**config.mk**
```make
export PLATFORM = sky130hd
export DESIGN_NAME = ddh_host_if
export DESIGN_NICKNAME = d
export VERILOG_FILES = /design/src/core/ddh_host_if.v
export VERILOG_INCLUDE_DIRS = /design/src /design/src/core
export SDC_FILE = /design/constraint.sdc
export NUM_CORES = 1
export LEC_CHECK = 0
export BUFFER_PORTS_ARGS = -buffer_cell sky130_fd_sc_hd__buf_2
export CAP_MARGIN = 10
export CORE_MARGIN = 8
export CORE_UTILIZATION = 29
export DETAILED_ROUTE_END_ITERATION = 8
export GPL_TIMING_DRIVEN = 0
export HOLD_SLACK_MARGIN = 0.02
export PLACE_DENSITY = 0.53
export SLEW_MARGIN = 10
export SYNTH_ARGS = -nofsm -noshare
export SYNTH_HDL_FRONTEND = slang
export SYNTH_SLANG_ARGS = --single-unit
```
**constraint.sdc**
```tcl
create_clock -name clk_i -period 6.8 [get_ports clk_i]
set_clock_uncertainty 0.1 [all_clocks]
set_input_delay 0.34 -clock clk_i [delete_from_list [all_inputs] [get_ports clk_i]]
set_output_delay 0.34 -clock clk_i [all_outputs]
set_load 0.02 [all_outputs]
```
**src/core/ddh_defines.vh**
```
// constants for the drive-side host interface block
// assumes a 125 MHz clk_i (8 ns period)
`ifndef DDH_DEFINES_VH
`define DDH_DEFINES_VH
// wishbone register byte addresses
`define DDH_ADR_CTRL 8'h00
`define DDH_ADR_STAT 8'h04
`define DDH_ADR_CYL 8'h08
`define DDH_ADR_HEAD 8'h0C
`define DDH_ADR_ADDR 8'h10
// control register bit positions and reset value
`define DDH_CTRL_DUAL 0
`define DDH_CTRL_SWPROT 1
`define DDH_CTRL_SPEED 2
`define DDH_CTRL_ONCYL 3
`define DDH_CTRL_DCFLT 4
`define DDH_CTRL_FSKFLT 5
`define DDH_CTRL_WRFLT 6
`define DDH_CTRL_OUTFLD 7
`define DDH_CTRL_AMDET 8
`define DDH_CTRL_INDEX 9
`define DDH_CTRL_OTHPRI 10
`define DDH_CTRL_OTHHOLD 11
`define DDH_CTRL_CHEN 12
`define DDH_CTRL_RST 16'h0000
// timing: clock period, figures as printed, derived counts
`define DDH_CLK_NS 8
`define DDH_SEL_NS 600
`define DDH_SEL_CYC (`DDH_SEL_NS / `DDH_CLK_NS)
`define DDH_SEEK_MS 250
`define DDH_SEEK_CYC (`DDH_SEEK_MS * 1000000 / `DDH_CLK_NS)
`define DDH_OFS_US 2750
`define DDH_OFS_CYC (`DDH_OFS_US * 1000 / `DDH_CLK_NS)
// cylinder limit and default address
`define DDH_CYL_MAX 10'd822
`define DDH_ADDR_NOPLUG 4'h7
// tag 3 bus bit positions, and the bus bit for priority select
`define DDH_T3_WGATE 0
`define DDH_T3_RGATE 1
`define DDH_T3_OFSP 2
`define DDH_T3_OFSM 3
`define DDH_T3_FCLR 4
`define DDH_T3_AME 5
`define DDH_T3_RTZ 6
`define DDH_T3_REL 9
`define DDH_PRI_BIT 9
`endif

```
**src/core/ddh_host_if.v**
```verilog
// drive-side logic of the cabled controller interface (select, tags, status)
// assumes the cable inputs are asynchronous; link clock sampled as a plain input
// What this block does
// - select by address match, within 600 ns
// - bus bit 9 priority select reserves
// - accept only own plug address
// - unit selected output after acceptance
// - cable sense inactive inhibits select, tags and status except address mark found
// - ready: speed, on cylinder, no fault
// - one index pulse per revolution
// - busy when other channel holds drive
// - write protect; write attempt faults
// - on cylinder while positioned on track
// - seek error: timeout, outside, over 822
// - fault from five listed causes
// - tag 1 loads cylinder address
// - tag 2 loads head address
// - gates refused under seek error/fault
// - read gate edge starts zero sync
// - offsets suppress on cylinder 2.75 ms
// - fault clear only if cause gone
// - address mark write and search
// - return to zero resets registers
// - release clears reserve, priority reserve
// - servo clock out, write clock back
// - tag 1-3 receivers and status off when unselected; busy, address mark found, write data not gated
// - no plug single channel uses 7
`timescale 1ns/10ps
`default_nettype none
`include "ddh_defines.vh"
module ddh_host_if #(
   parameter SEEK_CYC = `DDH_SEEK_CYC,
   parameter OFS_CYC = `DDH_OFS_CYC
) (
   input wire clk_i,
   input wire rst_i,
   input wire [7:0] wb_adr_i,
   input wire [31:0] wb_dat_i,
   output reg [31:0] wb_dat_o,
   input wire wb_we_i,
   input wire [3:0] wb_sel_i,
   input wire wb_cyc_i,
   input wire wb_stb_i,
   output reg wb_ack_o,
   input wire unit_sel_tag_i,
   input wire [3:0] unit_sel_i,
   input wire cable_sense_i,
   input wire tag1_i,
   input wire tag2_i,
   input wire tag3_i,
   input wire [9:0] bus_i,
   input wire servo_clk_i,
   input wire write_clk_i,
   input wire write_data_i,
   output reg unit_selected_o,
   output reg busy_o,
   output reg ready_o,
   output reg index_o,
   output reg on_cyl_o,
   output reg seek_err_o,
   output reg fault_o,
   output reg wprot_o,
   output reg am_found_o,
   output reg servo_clk_o,
   output reg write_en_o,
   output reg read_en_o,
   output reg am_write_o,
   output reg read_sync_o,
   output reg rtz_o,
   output reg [1:0] offset_o,
   output reg wr_data_o
);
   localparam CYL_W = 10;
   localparam HEAD_W = 4;
   localparam SEL_IDLE = 2'd0;
   localparam SEL_CMP = 2'd1;
   localparam SEL_DONE = 2'd2;
   localparam [31:0] OFS_LD = OFS_CYC;

   function edge_rise;
      input cur;
      input prev;
      begin
         edge_rise = cur & ~prev;
      end
   endfunction

   // two-stage synchronisers for all cable inputs
   reg [21:0] s1_r;
   reg [21:0] s2_r;
   reg [21:0] s3_r;
   wire [21:0] raw = {write_data_i, write_clk_i, servo_clk_i, bus_i, tag3_i, tag2_i,
      tag1_i, cable_sense_i, unit_sel_i, unit_sel_tag_i};
   always @(posedge clk_i) begin
      if (rst_i) begin
         s1_r <= 22'h000000;
         s2_r <= 22'h000000;
         s3_r <= 22'h000000;
      end else begin
         s1_r <= raw;
         s2_r <= s1_r;
         s3_r <= s2_r;
      end
   end
   wire ust = s2_r[0];
   wire [3:0] usel = s2_r[4:1];
   wire sense = s2_r[5];
   wire t1 = s2_r[6];
   wire t2 = s2_r[7];
   wire t3 = s2_r[8];
   wire [9:0] bus = s2_r[18:9];
   wire sclk = s2_r[19];
   wire wclk = s2_r[20];
   wire wdat = s2_r[21];
   wire t1_p = edge_rise(t1, s3_r[6]);
   wire t2_p = edge_rise(t2, s3_r[7]);
   wire t3_p = edge_rise(t3, s3_r[8]);
   wire ust_p = edge_rise(ust, s3_r[0]);

   // software registers
   reg [15:0] ctrl_r;
   reg [4:0] plug_r;
   wire dual = ctrl_r[`DDH_CTRL_DUAL];
   wire plug_fit = plug_r[4];
   wire [3:0] my_addr = plug_fit ? plug_r[3:0] : (dual ? 4'hF : `DDH_ADDR_NOPLUG);

   // selection
   reg [1:0] sel_st_r;
   reg selected_r;
   reg reserved_r;
   reg pri_res_r;
   reg [9:0] cyl_r;
   reg [3:0] head_r;
   reg seek_err_r;
   reg fault_r;
   reg wg_r;
   reg rg_r;
   wire oth_pri = ctrl_r[`DDH_CTRL_OTHPRI];
   wire oth_hold = ctrl_r[`DDH_CTRL_OTHHOLD];
   wire ch_en = ctrl_r[`DDH_CTRL_CHEN];
   wire code_ok = dual | ~usel[3];
   wire match = code_ok & (usel == my_addr);
   wire pri_sel = dual & bus[`DDH_PRI_BIT] & ch_en & ~oth_pri;
   wire blocked = dual & oth_hold & ~pri_sel;
   wire cmd_ok = selected_r & sense;
   always @(posedge clk_i) begin
      if (rst_i) begin
         sel_st_r <= SEL_IDLE;
         selected_r <= 1'b0;
         reserved_r <= 1'b0;
         pri_res_r <= 1'b0;
         busy_o <= 1'b0;
      end else begin
         if (!sense) begin
            sel_st_r <= SEL_IDLE;
            selected_r <= 1'b0;
            busy_o <= 1'b0;
         end else begin
            case (sel_st_r)
               SEL_IDLE: begin
                  if (ust_p) begin
                     sel_st_r <= SEL_CMP;
                  end
               end
               SEL_CMP: begin
                  if (match && !blocked) begin
                     selected_r <= 1'b1;
                     busy_o <= 1'b0;
                     if (dual) begin
                        reserved_r <= 1'b1;
                        pri_res_r <= pri_sel;
                     end
                     sel_st_r <= SEL_DONE;
                  end else begin
                     busy_o <= match & blocked;
                     selected_r <= 1'b0;
                     sel_st_r <= SEL_DONE;
                  end
               end
               default: begin
                  if (!ust) begin
                     sel_st_r <= SEL_IDLE;
                  end
                  if (ust && !match) begin
                     selected_r <= 1'b0;
                  end
               end
            endcase
            if (cmd_ok && t3_p && dual && bus[`DDH_T3_REL]) begin
               reserved_r <= 1'b0;
               pri_res_r <= 1'b0;
            end
         end
      end
   end

   // drive condition inputs from software
   wire at_speed = ctrl_r[`DDH_CTRL_SPEED];
   wire pos_on = ctrl_r[`DDH_CTRL_ONCYL];
   reg [23:0] ofs_cnt_r;
   reg [31:0] seek_cnt_r;
   wire offsetting = |ofs_cnt_r;
   wire on_cyl = pos_on & ~offsetting;
   wire wprot = ctrl_r[`DDH_CTRL_SWPROT] | fault_r;
   wire wg_req = t3_p & bus[`DDH_T3_WGATE];
   wire rg_req = t3_p & bus[`DDH_T3_RGATE];
   wire flt_cause = ctrl_r[`DDH_CTRL_FSKFLT] | ctrl_r[`DDH_CTRL_DCFLT] | ctrl_r[`DDH_CTRL_WRFLT]
      | ((wg_r | rg_r) & ~on_cyl) | (wg_r & rg_r);
   wire flt_evt = cmd_ok & ((wg_req & wprot) | ((wg_req | rg_req) & ~on_cyl)
      | (wg_req & rg_req));
   wire t3_go = cmd_ok & t3_p;
   always @(posedge clk_i) begin
      if (rst_i) begin
         cyl_r <= 10'h000;
         head_r <= 4'h0;
         seek_err_r <= 1'b0;
         fault_r <= 1'b0;
         wg_r <= 1'b0;
         rg_r <= 1'b0;
         ofs_cnt_r <= 24'h000000;
         seek_cnt_r <= 32'h00000000;
         offset_o <= 2'b00;
         am_write_o <= 1'b0;
         am_found_o <= 1'b0;
         read_sync_o <= 1'b0;
         rtz_o <= 1'b0;
      end else begin
         read_sync_o <= 1'b0;
         rtz_o <= 1'b0;
         if (cmd_ok && t1_p) begin
            cyl_r <= bus[CYL_W-1:0];
            seek_cnt_r <= SEEK_CYC;
            if (bus[CYL_W-1:0] > `DDH_CYL_MAX) begin
               seek_err_r <= 1'b1;
            end
         end else if (seek_cnt_r != 32'h00000000) begin
            if (pos_on) begin
               seek_cnt_r <= 32'h00000000;
            end else if (seek_cnt_r == 32'h00000001) begin
               seek_err_r <= 1'b1;
               seek_cnt_r <= 32'h00000000;
            end else begin
               seek_cnt_r <= seek_cnt_r - 32'h00000001;
            end
         end
         if (ctrl_r[`DDH_CTRL_OUTFLD]) begin
            seek_err_r <= 1'b1;
         end
         if (cmd_ok && t2_p) begin
            head_r <= bus[HEAD_W-1:0];
         end
         if (t3_go) begin
            wg_r <= bus[`DDH_T3_WGATE] & ~seek_err_r & ~fault_r & ~wprot;
            rg_r <= bus[`DDH_T3_RGATE] & ~seek_err_r & ~fault_r;
            read_sync_o <= bus[`DDH_T3_RGATE] & ~rg_r & ~seek_err_r & ~fault_r;
            offset_o <= {bus[`DDH_T3_OFSM], bus[`DDH_T3_OFSP]};
            if (bus[`DDH_T3_OFSP] || bus[`DDH_T3_OFSM]) begin
               ofs_cnt_r <= OFS_LD[23:0];
            end
            am_write_o <= bus[`DDH_T3_AME] & bus[`DDH_T3_WGATE];
            if (bus[`DDH_T3_AME] && bus[`DDH_T3_RGATE]) begin
               am_found_o <= 1'b0;
            end
            if (bus[`DDH_T3_RTZ]) begin
               rtz_o <= 1'b1;
               cyl_r <= 10'h000;
               head_r <= 4'h0;
               seek_err_r <= 1'b0;
               seek_cnt_r <= 32'h00000000;
            end
         end else if (offsetting) begin
            ofs_cnt_r <= ofs_cnt_r - 24'h000001;
         end
         if (rg_r && ctrl_r[`DDH_CTRL_AMDET]) begin
            am_found_o <= 1'b1;
         end
         // fault set wins; clear if gone
         if (flt_evt || flt_cause) begin
            fault_r <= 1'b1;
         end else if (t3_go && bus[`DDH_T3_FCLR]) begin
            fault_r <= 1'b0;
         end
      end
   end

   // status drivers gated when unselected; servo clock, gate enables and write data not gated
   reg idx_d_r;
   always @(posedge clk_i) begin
      if (rst_i) begin
         unit_selected_o <= 1'b0;
         ready_o <= 1'b0;
         index_o <= 1'b0;
         idx_d_r <= 1'b0;
         on_cyl_o <= 1'b0;
         seek_err_o <= 1'b0;
         fault_o <= 1'b0;
         wprot_o <= 1'b0;
         servo_clk_o <= 1'b0;
         write_en_o <= 1'b0;
         read_en_o <= 1'b0;
         wr_data_o <= 1'b0;
      end else begin
         unit_selected_o <= cmd_ok;
         ready_o <= cmd_ok & at_speed & on_cyl & ~fault_r;
         idx_d_r <= ctrl_r[`DDH_CTRL_INDEX];
         index_o <= cmd_ok & edge_rise(ctrl_r[`DDH_CTRL_INDEX], idx_d_r);
         on_cyl_o <= cmd_ok & on_cyl;
         seek_err_o <= cmd_ok & seek_err_r;
         fault_o <= cmd_ok & fault_r;
         wprot_o <= cmd_ok & wprot;
         servo_clk_o <= sclk;
         write_en_o <= wg_r;
         read_en_o <= rg_r;
         // write data taken on write clock
         if (edge_rise(wclk, s3_r[20])) begin
            wr_data_o <= wdat;
         end
      end
   end

   // wishbone slave, ack one cycle after strobe
   wire wb_req = wb_cyc_i & wb_stb_i & ~wb_ack_o;
   always @(posedge clk_i) begin
      if (rst_i) begin
         wb_ack_o <= 1'b0;
         wb_dat_o <= 32'h00000000;
         ctrl_r <= `DDH_CTRL_RST;
         plug_r <= 5'h00;
      end else begin
         wb_ack_o <= wb_req;
         if (wb_req) begin
            if (wb_we_i) begin
               if (wb_adr_i == `DDH_ADR_CTRL) begin
                  if (wb_sel_i[0]) begin
                     ctrl_r[7:0] <= wb_dat_i[7:0];
                  end
                  if (wb_sel_i[1]) begin
                     ctrl_r[15:8] <= wb_dat_i[15:8];
                  end
               end else if (wb_adr_i == `DDH_ADR_ADDR && wb_sel_i[0]) begin
                  plug_r <= wb_dat_i[4:0];
               end
               wb_dat_o <= 32'h00000000;
            end else if (wb_adr_i == `DDH_ADR_CTRL) begin
               wb_dat_o <= {16'h0000, ctrl_r};
            end else if (wb_adr_i == `DDH_ADR_STAT) begin
               wb_dat_o <= {21'h000000, am_found_o, pri_res_r, reserved_r, busy_o, wprot,
                  fault_r, seek_err_r, on_cyl, rg_r, wg_r, selected_r};
            end else if (wb_adr_i == `DDH_ADR_CYL) begin
               wb_dat_o <= {22'h000000, cyl_r};
            end else if (wb_adr_i == `DDH_ADR_HEAD) begin
               wb_dat_o <= {28'h0000000, head_r};
            end else if (wb_adr_i == `DDH_ADR_ADDR) begin
               wb_dat_o <= {27'h0000000, plug_r};
            end else begin
               wb_dat_o <= 32'h00000000;
            end
         end
      end
   end
endmodule // ddh_host_if
`default_nettype wire

```
==> results.toml, run 1 <==
[layout]
drive_above_1_share_pct = 14.80
finalNonFillerCells = 1361
nNetsFinal = 1082
antenna_cells = 0
area_growth_pct = 22.52
final_area_um2 = 9538

[die]
num_rows = 60
die_w_um = 179.8
initial_utilization_pct = 29.21
dieHeight_um = 179.8
io_pins = 122
core_um2 = 26650
dieArea_um2 = 32340

[place]
place_area_um2 = 8693
gp_congestion = 0.8613
port_buffers = 85
placedCellCount = 1307
hpwl_um = 15970
dp_slack_ps = 3327

[sta]
fin_setup_tns_ps = 0
setup_viol = 0
finalCriticalPeriod_ps = 3472
drv_slew = 0
rsz0062_at_grt = "no"
min_period_over_period_pct = 51.05
tightest_slew_ps = 1194
hold_viol_final = 0
layout_setup_ws_ps = 3328
clock.fmax_ghz = 0.2881
fin_hold_ws_ps = 24.23
max_slew_margin_pct = 19.31

[worst_setup_path]
crit_chain = "or4_1, buf_2, nor4_2, a31oi_1, o211ai_2, clkbuf_1, nor2_1"
max_stage_delay_ps = 770
worstPathArrival_ps = 3690
worstSetupPathType = "flip-flop to flip-flop"
path_delay_family = "simple AND/OR/NAND/NOR gates"
cp_slowest_cell = "nor4_2"
crit_buf_inv = 2
path_max_fanout = 10
endpoint_kind = "flip-flop"
startpoint_type = "flip-flop"
critical_path_required_ps = 7010

[synth]
ys_types = 67
synthTopCellsByCount = "dfxtp_1 (185), a21oi_1 (75), nor2_1 (65)"
netlist_area_um2 = 7785
yosys.area.top_type = "dfxtp_1"
yosys_warnings = 0
synth_edf_count = 0
yosysMostFrequentCell = "dfxtp_1"
postSynthAreaPerCell_um2 = 8.990
ys_top_cells_by_area = "dfxtp_1 (48%), nor2b_1 (5.1%), a21oi_1 (4.8%)"
synth_seq_cells = 185
synth_top_area_share_pct = 47.57
synth_flop_cell = "dfxtp_1"
netlist_instances = 866
synthArstFlopShare_pct = 0
ys_seq_area_share_pct = 47.57

[pwr]
p_int_mw = 2.343
ir_drop_v = 0.0002107
p_leak_nw = 3.653
power_density_nw_per_um2 = 411.7
comb_power_share_pct = 37.5
p_sw_mw = 1.584
seqPwrFrac_pct = 35.7
swShare_pct = 40.33
pwr-share-clk_pct = 26.8

[global_route]
grt_start_max_net_pins = 23
grt_usage_pct = 13.31
grt_antenna_before_repair = 0
grt_overflow = 0
grt_pass1_wl_um = 34800
grt_pass1_vias = 6498

[clocking]
clockBufferDepth = 2
cts_setup_buffers = 0
numClockSinks = 185
cts_resized = 0
cts-root-buf = "clkbuf_16"
holdBufCountCts = 22
cts_tree = "built"
htree_levels = 4
clkTransAtPathRegs_ps = 90
cts_buffers = 17
insertion_delay_ps = 450

[routing]
via_per_inst = 4.901
first_pass_iters = 5
postRouteAntennaNets = 0
wire_per_inst_um = 15.99
drc = 0
vias = 6670
drtIter0Drc = 389
finalWirelength_um = 21760

[run_status]
outcome = "finished, final reports clean"

[hold_path]
min_path_type = "input pin to flip-flop"

[run]
drv_cap = 0
==> worst register-to-register path, cell delays in order (launching register included) <==
cell	delay, ps
dfxtp_1	350
or4_1	510
buf_2	160
nor4_2	770
a31oi_1	310
o211ai_2	550
clkbuf_1	500
nor2_1	100
==> sequential cells by signal, indices dropped and copies added, names as in the netlist, 2 cells and up <==
name and cells:
ctrl_r 16, seek_cnt_r 32, cyl_r 10, sel_st_r 2
ofs_cnt_r 24, plug_r 5, offset_o 2, s2_r 22
s3_r 6, s1_r 22, wb_dat_o 16, head_r 4
==> final timing paths <==
kind / slack (ps) / depth (start not counted) / from / end
max: 3330 / 7 / seek_cnt_r[14]$_SDFF_PP0_ / seek_cnt_r[8]$_SDFF_PP0_
min: 20 / 3 / wb_dat_i[11] / ctrl_r[11]$_SDFFE_PP0P_
max reg2reg: 3330 / 7 / seek_cnt_r[14]$_SDFF_PP0_ / seek_cnt_r[8]$_SDFF_PP0_
min reg2reg: 300 / 1 / idx_d_r$_SDFF_PP0_ / index_o$_SDFF_PP0_
==> per-layer routing <==
layer,up-vias,GRT usage (%),wire length [um],part of all wire (%)
met5,-,0,0,0
met4,0,5.168,406,1.9
met3,20,2.480,870,4.0
met2,148,22.19,10320,47
met1,3103,16.77,10160,47
li1,3399,-,-,-
==> cell type report <==
class	count	area, um2
fillers	2715	17110
multi-input cells	619	3777
flip-flops and latches	185	3704
repair buffers	107	645.6
well taps	341	426.7
clock buffers	17	425.4
plain buffers	63	307.8
clock inverters	15	198.9
inverters	14	52.55
==> through the flow <==
stage / total power, mW / utilization, %
floorplan: 2.530 / -
global placement: 2.855 / 32.62
detailed placement: 2.871 / 32.62
CTS: 3.945 / 35.79
global route: 4.197 / 35.79
finish: 3.927 / 35.79
==> power by group through the flow <==
stage / Combinational, mW / Sequential, mW / Clock, mW
floorplan: 1.15 / 1.38 / 0
global placement: 1.43 / 1.42 / 0
detailed placement: 1.45 / 1.42 / 0
CTS: 1.47 / 1.40 / 1.08
global route: 1.64 / 1.43 / 1.12
finish: 1.47 / 1.40 / 1.05
==> cell families after synthesis <==
family,share of synthesized area [%]
xor+xnor,1.913
buf+inv,4.629
fa+ha+maj,0.6429
flops,47.57
mux,2.829
other cells,0.04817
simple gates,25.47
compound gates,16.89
==> cells in the final DEF (no fill, tap or decap), drive strengths merged, types with 8 or more instances in the layout <==
| master | synthesis | routed |
|---|---|---|
| a211oi | 8 | 8 |
| a21oi | 75 | 75 |
| a31oi | 12 | 12 |
| buf | 24 | 109 |
| clkbuf | 39 | 56 |
| conb | 1 | 16 |
| dfxtp | 185 | 185 |
| dlygate4sd3 | 0 | 22 |
| inv | 14 | 26 |
| mux2i | 22 | 22 |
| nand2 | 60 | 60 |
| nand2b | 15 | 15 |
| nand3 | 18 | 18 |
| nand3b | 8 | 8 |
| nand4 | 10 | 10 |
| nor2 | 65 | 65 |
| nor2b | 64 | 64 |
| nor3 | 21 | 21 |
| nor3b | 11 | 11 |
| nor4 | 15 | 15 |
| o211ai | 10 | 10 |
| o21ai | 28 | 28 |
| o31ai | 20 | 20 |
| or2 | 8 | 8 |
| or3 | 13 | 13 |
| or4 | 22 | 22 |
| xor2 | 12 | 12 |
Note: power is estimated with default switching activity, not from simulation.
==> run 2: changes to the inputs <==
- PLACE_DENSITY: 0.53 -> 0.55
- clock period: 6.8 -> 3.05 ns (I/O delays scaled with it)
==> run 2 against run 1 <==
Sequential power up 130%. Maximum frequency rose by 20%. Highest routed layer unchanged. Worst setup slack got worse by 3200 ps. Largest cell class unchanged. First-iteration DRC count rose by 0.77%. Critical endpoint is now ofs_cnt_r[21]$_SDFFE_PP0P_.
==> results.toml, run 2 (synthesis gave the netlist of run 1 again) <==
[clocking]
cts-root-buf = "clkbuf_16"
insertion_delay_ps = 440
clockBufferDepth = 2
numClockSinks = 185
cts_buffers = 17
cts_tree = "built"
clkTransAtPathRegs_ps = 70
htree_levels = 4
cts_setup_buffers = 0

[layout]
final_cell_mix = "dfxtp_1 (185), buf_2 (86), a21oi_1 (75)"
nNetsFinal = 1099
fillers = 2717
final_util_pct = 36.52
antenna_cells = 0
multiInputGateArea_um2 = 3839
ff_latch_area_um2 = 3704
top_regs = "seek_cnt_r x32, ofs_cnt_r x24"
regMostFlops = "seek_cnt_r"
area_growth_pct = 25.02
largest_reg_flops = 32
finalNonFillerCells = 1378
final_common_cell = "dfxtp_1"
drive_above_1_share_pct = 15.24

[routing]
via_per_inst = 4.908
wire_per_inst_um = 16.06
drtIter0Drc = 392
first_pass_iters = 7
postRouteAntennaNets = 0
drc = 0
finalWirelength_um = 22130
vias = 6763

[pwr]
ir_drop_v = 0.0004370
power_density_nw_per_um2 = 899.3
p_leak_nw = 3.721

[die]
die_w_um = 179.8
initial_utilization_pct = 29.21
dieArea_um2 = 32340
num_rows = 60
io_pins = 122
dieHeight_um = 179.8
core_um2 = 26650

[global_route]
grt_antenna_before_repair = 0
grt_start_max_net_pins = 20
grt_overflow = 0
grt_pass1_vias = 6564
grt_usage_pct = 13.48
grt_pass1_wl_um = 35450

[worst_setup_path]
r2r_cells = 7
endpoint_kind = "flip-flop"
path_max_fanout = 10
critical_path_required_ps = 3250
worstPathArrival_ps = 3090
r2r-end = "ofs_cnt_r[21]$_SDFFE_PP0P_"
r2r-start = "ofs_cnt_r[4]$_SDFFE_PP0P_"
rrSetupSlack_ps = 160
startpoint_type = "flip-flop"
worstSetupPathType = "flip-flop to flip-flop"

[sta]
tightest_slew_ps = 1105
rsz0062_at_grt = "yes"
min_period_over_period_pct = 94.77
finalCriticalPeriod_ps = 2890
fin_setup_tns_ps = 0
fin_hold_ws_ps = 109.1
hold_viol_final = 0
max_slew_margin_pct = 25.32
setup_viol = 0
clock.fmax_ghz = 0.3460
drv_slew = 0

[hold_path]
whs_path_depth = 4
min_path_type = "input pin to flip-flop"
whs_endpoint = "wb_dat_o[4]$_SDFFE_PP0P_"
worstHoldStart = "wb_adr_i[1]"

[place]
hpwl_um = 16010
port_buffers = 85
gp_congestion = 0.8553
placedCellCount = 1307

[run_status]
outcome = "finished, final reports clean"

[run]
drv_cap = 0
## run 2: cell count changes in the layout (fill, tap and decap cells not counted), moves of 2 or more
cell	previous run	this run
nor3_1	20	18
clkinv_2	0	2
clkbuf_2	1	3
inv_12	6	0
dlygate4sd3_1	22	39
clkinv_8	2	4
nor4_1	14	12
## run 2: worst max-delay path by stage
| stage | from | endpoint | slack, ps |
|---|---|---|---|
| CTS | seek_cnt_r[14]$_SDFF_PP0_ | seek_cnt_r[13]$_SDFF_PP0_ | 20 |
| global route | ofs_cnt_r[4]$_SDFFE_PP0P_ | ofs_cnt_r[20]$_SDFFE_PP0P_ | -80 |
| finish | ofs_cnt_r[4]$_SDFFE_PP0P_ | ofs_cnt_r[21]$_SDFFE_PP0P_ | 160 |
| detailed placement | seek_cnt_r[14]$_SDFF_PP0_ | seek_cnt_r[13]$_SDFF_PP0_ | -420 |
| floorplan | seek_cnt_r[14]$_SDFF_PP0_ | seek_cnt_r[31]$_SDFF_PP0_ | 350 |
| global placement | seek_cnt_r[14]$_SDFF_PP0_ | seek_cnt_r[30]$_SDFF_PP0_ | -340 |
## run 2: repair_timing
action / in CTS / in global routing
endpoints found under the hold margin: 46 / 0
hold buffers: 39 / 0
gates resized for setup: 3 / 9
pin swaps: 0 / 1
endpoints found under the setup margin: 19 / 34
## run 2: metrics by stage
step                total power, mW  setup WS [ps]  area (um2)
floorplan                     5.640          351.5        7841
global placement              6.350         -338.6        8693
detailed placement            6.406         -417.5        8693
CTS                           8.693          23.35        9682
global route                  9.363         -75.49        9733
finish                        8.753          159.6        9733
## run 2: routing by layer
metal | global-route usage [%] | up-vias | part of all wire [%]
met5 | 0 | - | 0
met4 | 5.502 | 0 | 2.1
met3 | 2.883 | 30 | 4.0
met2 | 21.87 | 158 | 47
met1 | 17.16 | 3154 | 47
li1 | - | 3421 | -
## run 2: final cells by class
cell class	instances	area share [%]
plain buffers	63	3.214
clock buffers	17	4.371
clock inverters	15	1.620
inverters	14	0.5399
multi-input cells	619	39.44
flip-flops and latches	185	38.05
well taps	341	4.384
repair buffers	124	8.382
## run 2: critical path: stages, from the launching register on
cell and delay, ps:
dfxtp_1 370, or4_1 500, clkbuf_1 190, or3_1 390, clkbuf_1 240, o311ai_1 700
or4_1 200, a21oi_1 60
## run 2: where the power goes
group / switching, mW / internal (mW) / leakage [nW]
clock: 1.09 / 1.09 / 0.283
sequential: 0.370 / 2.78 / 1.51
combinational: 2.06 / 1.36 / 1.93
total: 3.52 / 5.23 / 3.72
==> run 3: changes to the inputs <==
- BUFFER_PORTS_ARGS: -buffer_cell sky130_fd_sc_hd__buf_2 -> not set
- DONT_BUFFER_PORTS: not set -> 1
- PLACE_DENSITY: 0.55 -> 0.51
==> run 3 against run 2 <==
Register-to-register slack barely moved. Total power rose by 1.5%. Maximum frequency fell by 0.50%. Combinational power rose by 2%. Non-clock buffer count fell by 79. Via count fell by 4.1%. Core utilization fell by 1.3 points. Global-route usage barely moved. Clock power rose by 3%. Wire length rose by 0.11%. Cell area fell by 3.5%. Sequential power barely moved. Critical path type unchanged. Critical endpoint is now ofs_cnt_r[20]$_SDFFE_PP0P_. Largest power group unchanged.
==> results.toml, run 3 (synthesis gave the netlist of run 1 again) <==
[die]
num_rows = 60
dieHeight_um = 179.8
core_um2 = 26650
die_w_um = 179.8
dieArea_um2 = 32340
initial_utilization_pct = 29.21
io_pins = 122

[clocking]
numClockSinks = 185
htree_levels = 4
cts_buffers = 17
cts_tree = "built"
insertion_delay_ps = 430
cts-root-buf = "clkbuf_16"
clkTransAtPathRegs_ps = 80
clockBufferDepth = 2

[sta]
setup_viol = 0
drv_slew = 0
rsz0062_at_grt = "no"
finalCriticalPeriod_ps = 2905
tightest_slew_ps = 1058
fin_setup_tns_ps = 0
hold_viol_final = 0
max_slew_margin_pct = 28.46
min_period_over_period_pct = 95.24
clock.fmax_ghz = 0.3443

[run_status]
outcome = "finished, final reports clean"

[layout]
finalNonFillerCells = 1299
area_growth_pct = 20.68
final_util_pct = 35.25
nNetsFinal = 1020
final_cell_mix = "dfxtp_1 (185), a21oi_1 (75), nor2_1 (65)"
top_regs = "seek_cnt_r x32, ofs_cnt_r x24"
drive_above_1_share_pct = 7.933
antenna_cells = 0
largest_reg_flops = 32
final_area_um2 = 9395
final_common_cell = "dfxtp_1"
regMostFlops = "seek_cnt_r"

[worst_setup_path]
endpoint_kind = "flip-flop"
critical_path_required_ps = 3310
startpoint_type = "flip-flop"
path_max_fanout = 10
worstPathArrival_ps = 3160
rrSetupSlack_ps = 150
worstSetupPathType = "flip-flop to flip-flop"

[global_route]
grt_start_max_net_pins = 21
grt_antenna_before_repair = 0
grt_overflow = 0
grt_pass1_vias = 6328
grt_usage_pct = 13.45
grt_pass1_wl_um = 35370

[routing]
drc = 0
wire_per_inst_um = 17.05
first_pass_iters = 5
vias = 6489
via_per_inst = 4.995
finalWirelength_um = 22150
postRouteAntennaNets = 0
drtIter0Drc = 445

[place]
hpwl_um = 16060
gp_congestion = 0.8220
place_area_um2 = 8268
placedCellCount = 1222
port_buffers = 0

[pwr]
p_leak_nw = 3.368
ir_drop_v = 0.0003953
power_density_nw_per_um2 = 945.8

[run]
drv_cap = 0

[hold_path]
min_path_type = "input pin to flip-flop"
==> run 3: metrics by stage <==
| stage | hold slack, ps | power, mW | setup slack, ps |
|---|---|---|---|
| final | 47.51 | 8.886 | 145.2 |
| after global placement | 183.0 | 6.354 | -352.1 |
| after CTS | 31.82 | 8.751 | 40.49 |
| after detailed placement | 186.5 | 6.372 | -322.3 |
| after floorplan | 180.7 | 5.640 | 351.5 |
| after global routing | 78.42 | 9.498 | 17.40 |
==> run 3: power by group <==
part	leakage [nW]	switching [mW]	internal [mW]	total (mW)
registers	1.51	0.375	2.78	3.16
logic	1.57	2.07	1.41	3.49
clock network	0.295	1.11	1.13	2.24
total	3.37	3.56	5.33	8.89
==> run 3: layout make-up <==
cell class / instances / area (um2)
timing repair buffer: 45 / 445.4
sequential: 185 / 3704
clock inverter: 14 / 178.9
buffer: 63 / 311.5
inverter: 14 / 52.55
fill: 2731 / 17260
tap: 341 / 426.7
clock buffer: 18 / 439.2
multi-input combinational: 619 / 3837
==> run 3: path summary, 6_finish.rpt <==
check,start,endpoint,depth (start not counted)
max,ofs_cnt_r[4]$_SDFFE_PP0P_,ofs_cnt_r[20]$_SDFFE_PP0P_,7
min,wb_adr_i[4],wb_dat_o[3]$_SDFFE_PP0P_,4
max reg2reg,ofs_cnt_r[4]$_SDFFE_PP0P_,ofs_cnt_r[20]$_SDFFE_PP0P_,7
min reg2reg,idx_d_r$_SDFF_PP0_,index_o$_SDFF_PP0_,1
==> run 3: routing by layer <==
metal,share of wire [%],routed length (um),up-vias,global-route usage (%)
met1,47,10300,3060,16.95
met3,4.7,1034,22,2.863
met2,47,10470,144,22.83
met4,1.6,344,0,3.735
li1,-,-,3263,-
met5,0,0,-,0
==> run 3: worst max-delay path, stage by stage (launching register included) <==
cell and delay, ps:
dfxtp_1 370, or4_1 510, clkbuf_1 180, or3_1 380, clkbuf_1 250, o31ai_1 710
o21ai_0 190, a21oi_1 140
==> run 3: what timing repair did <==
action | CTS | global route
hold buffers | 43 | 0
endpoints found under the setup margin | 20 | 32
resized for setup | 4 | 10
buffers inserted | 0 | 2
pin swaps | 0 | 1
endpoints found under the hold margin | 51 | 0
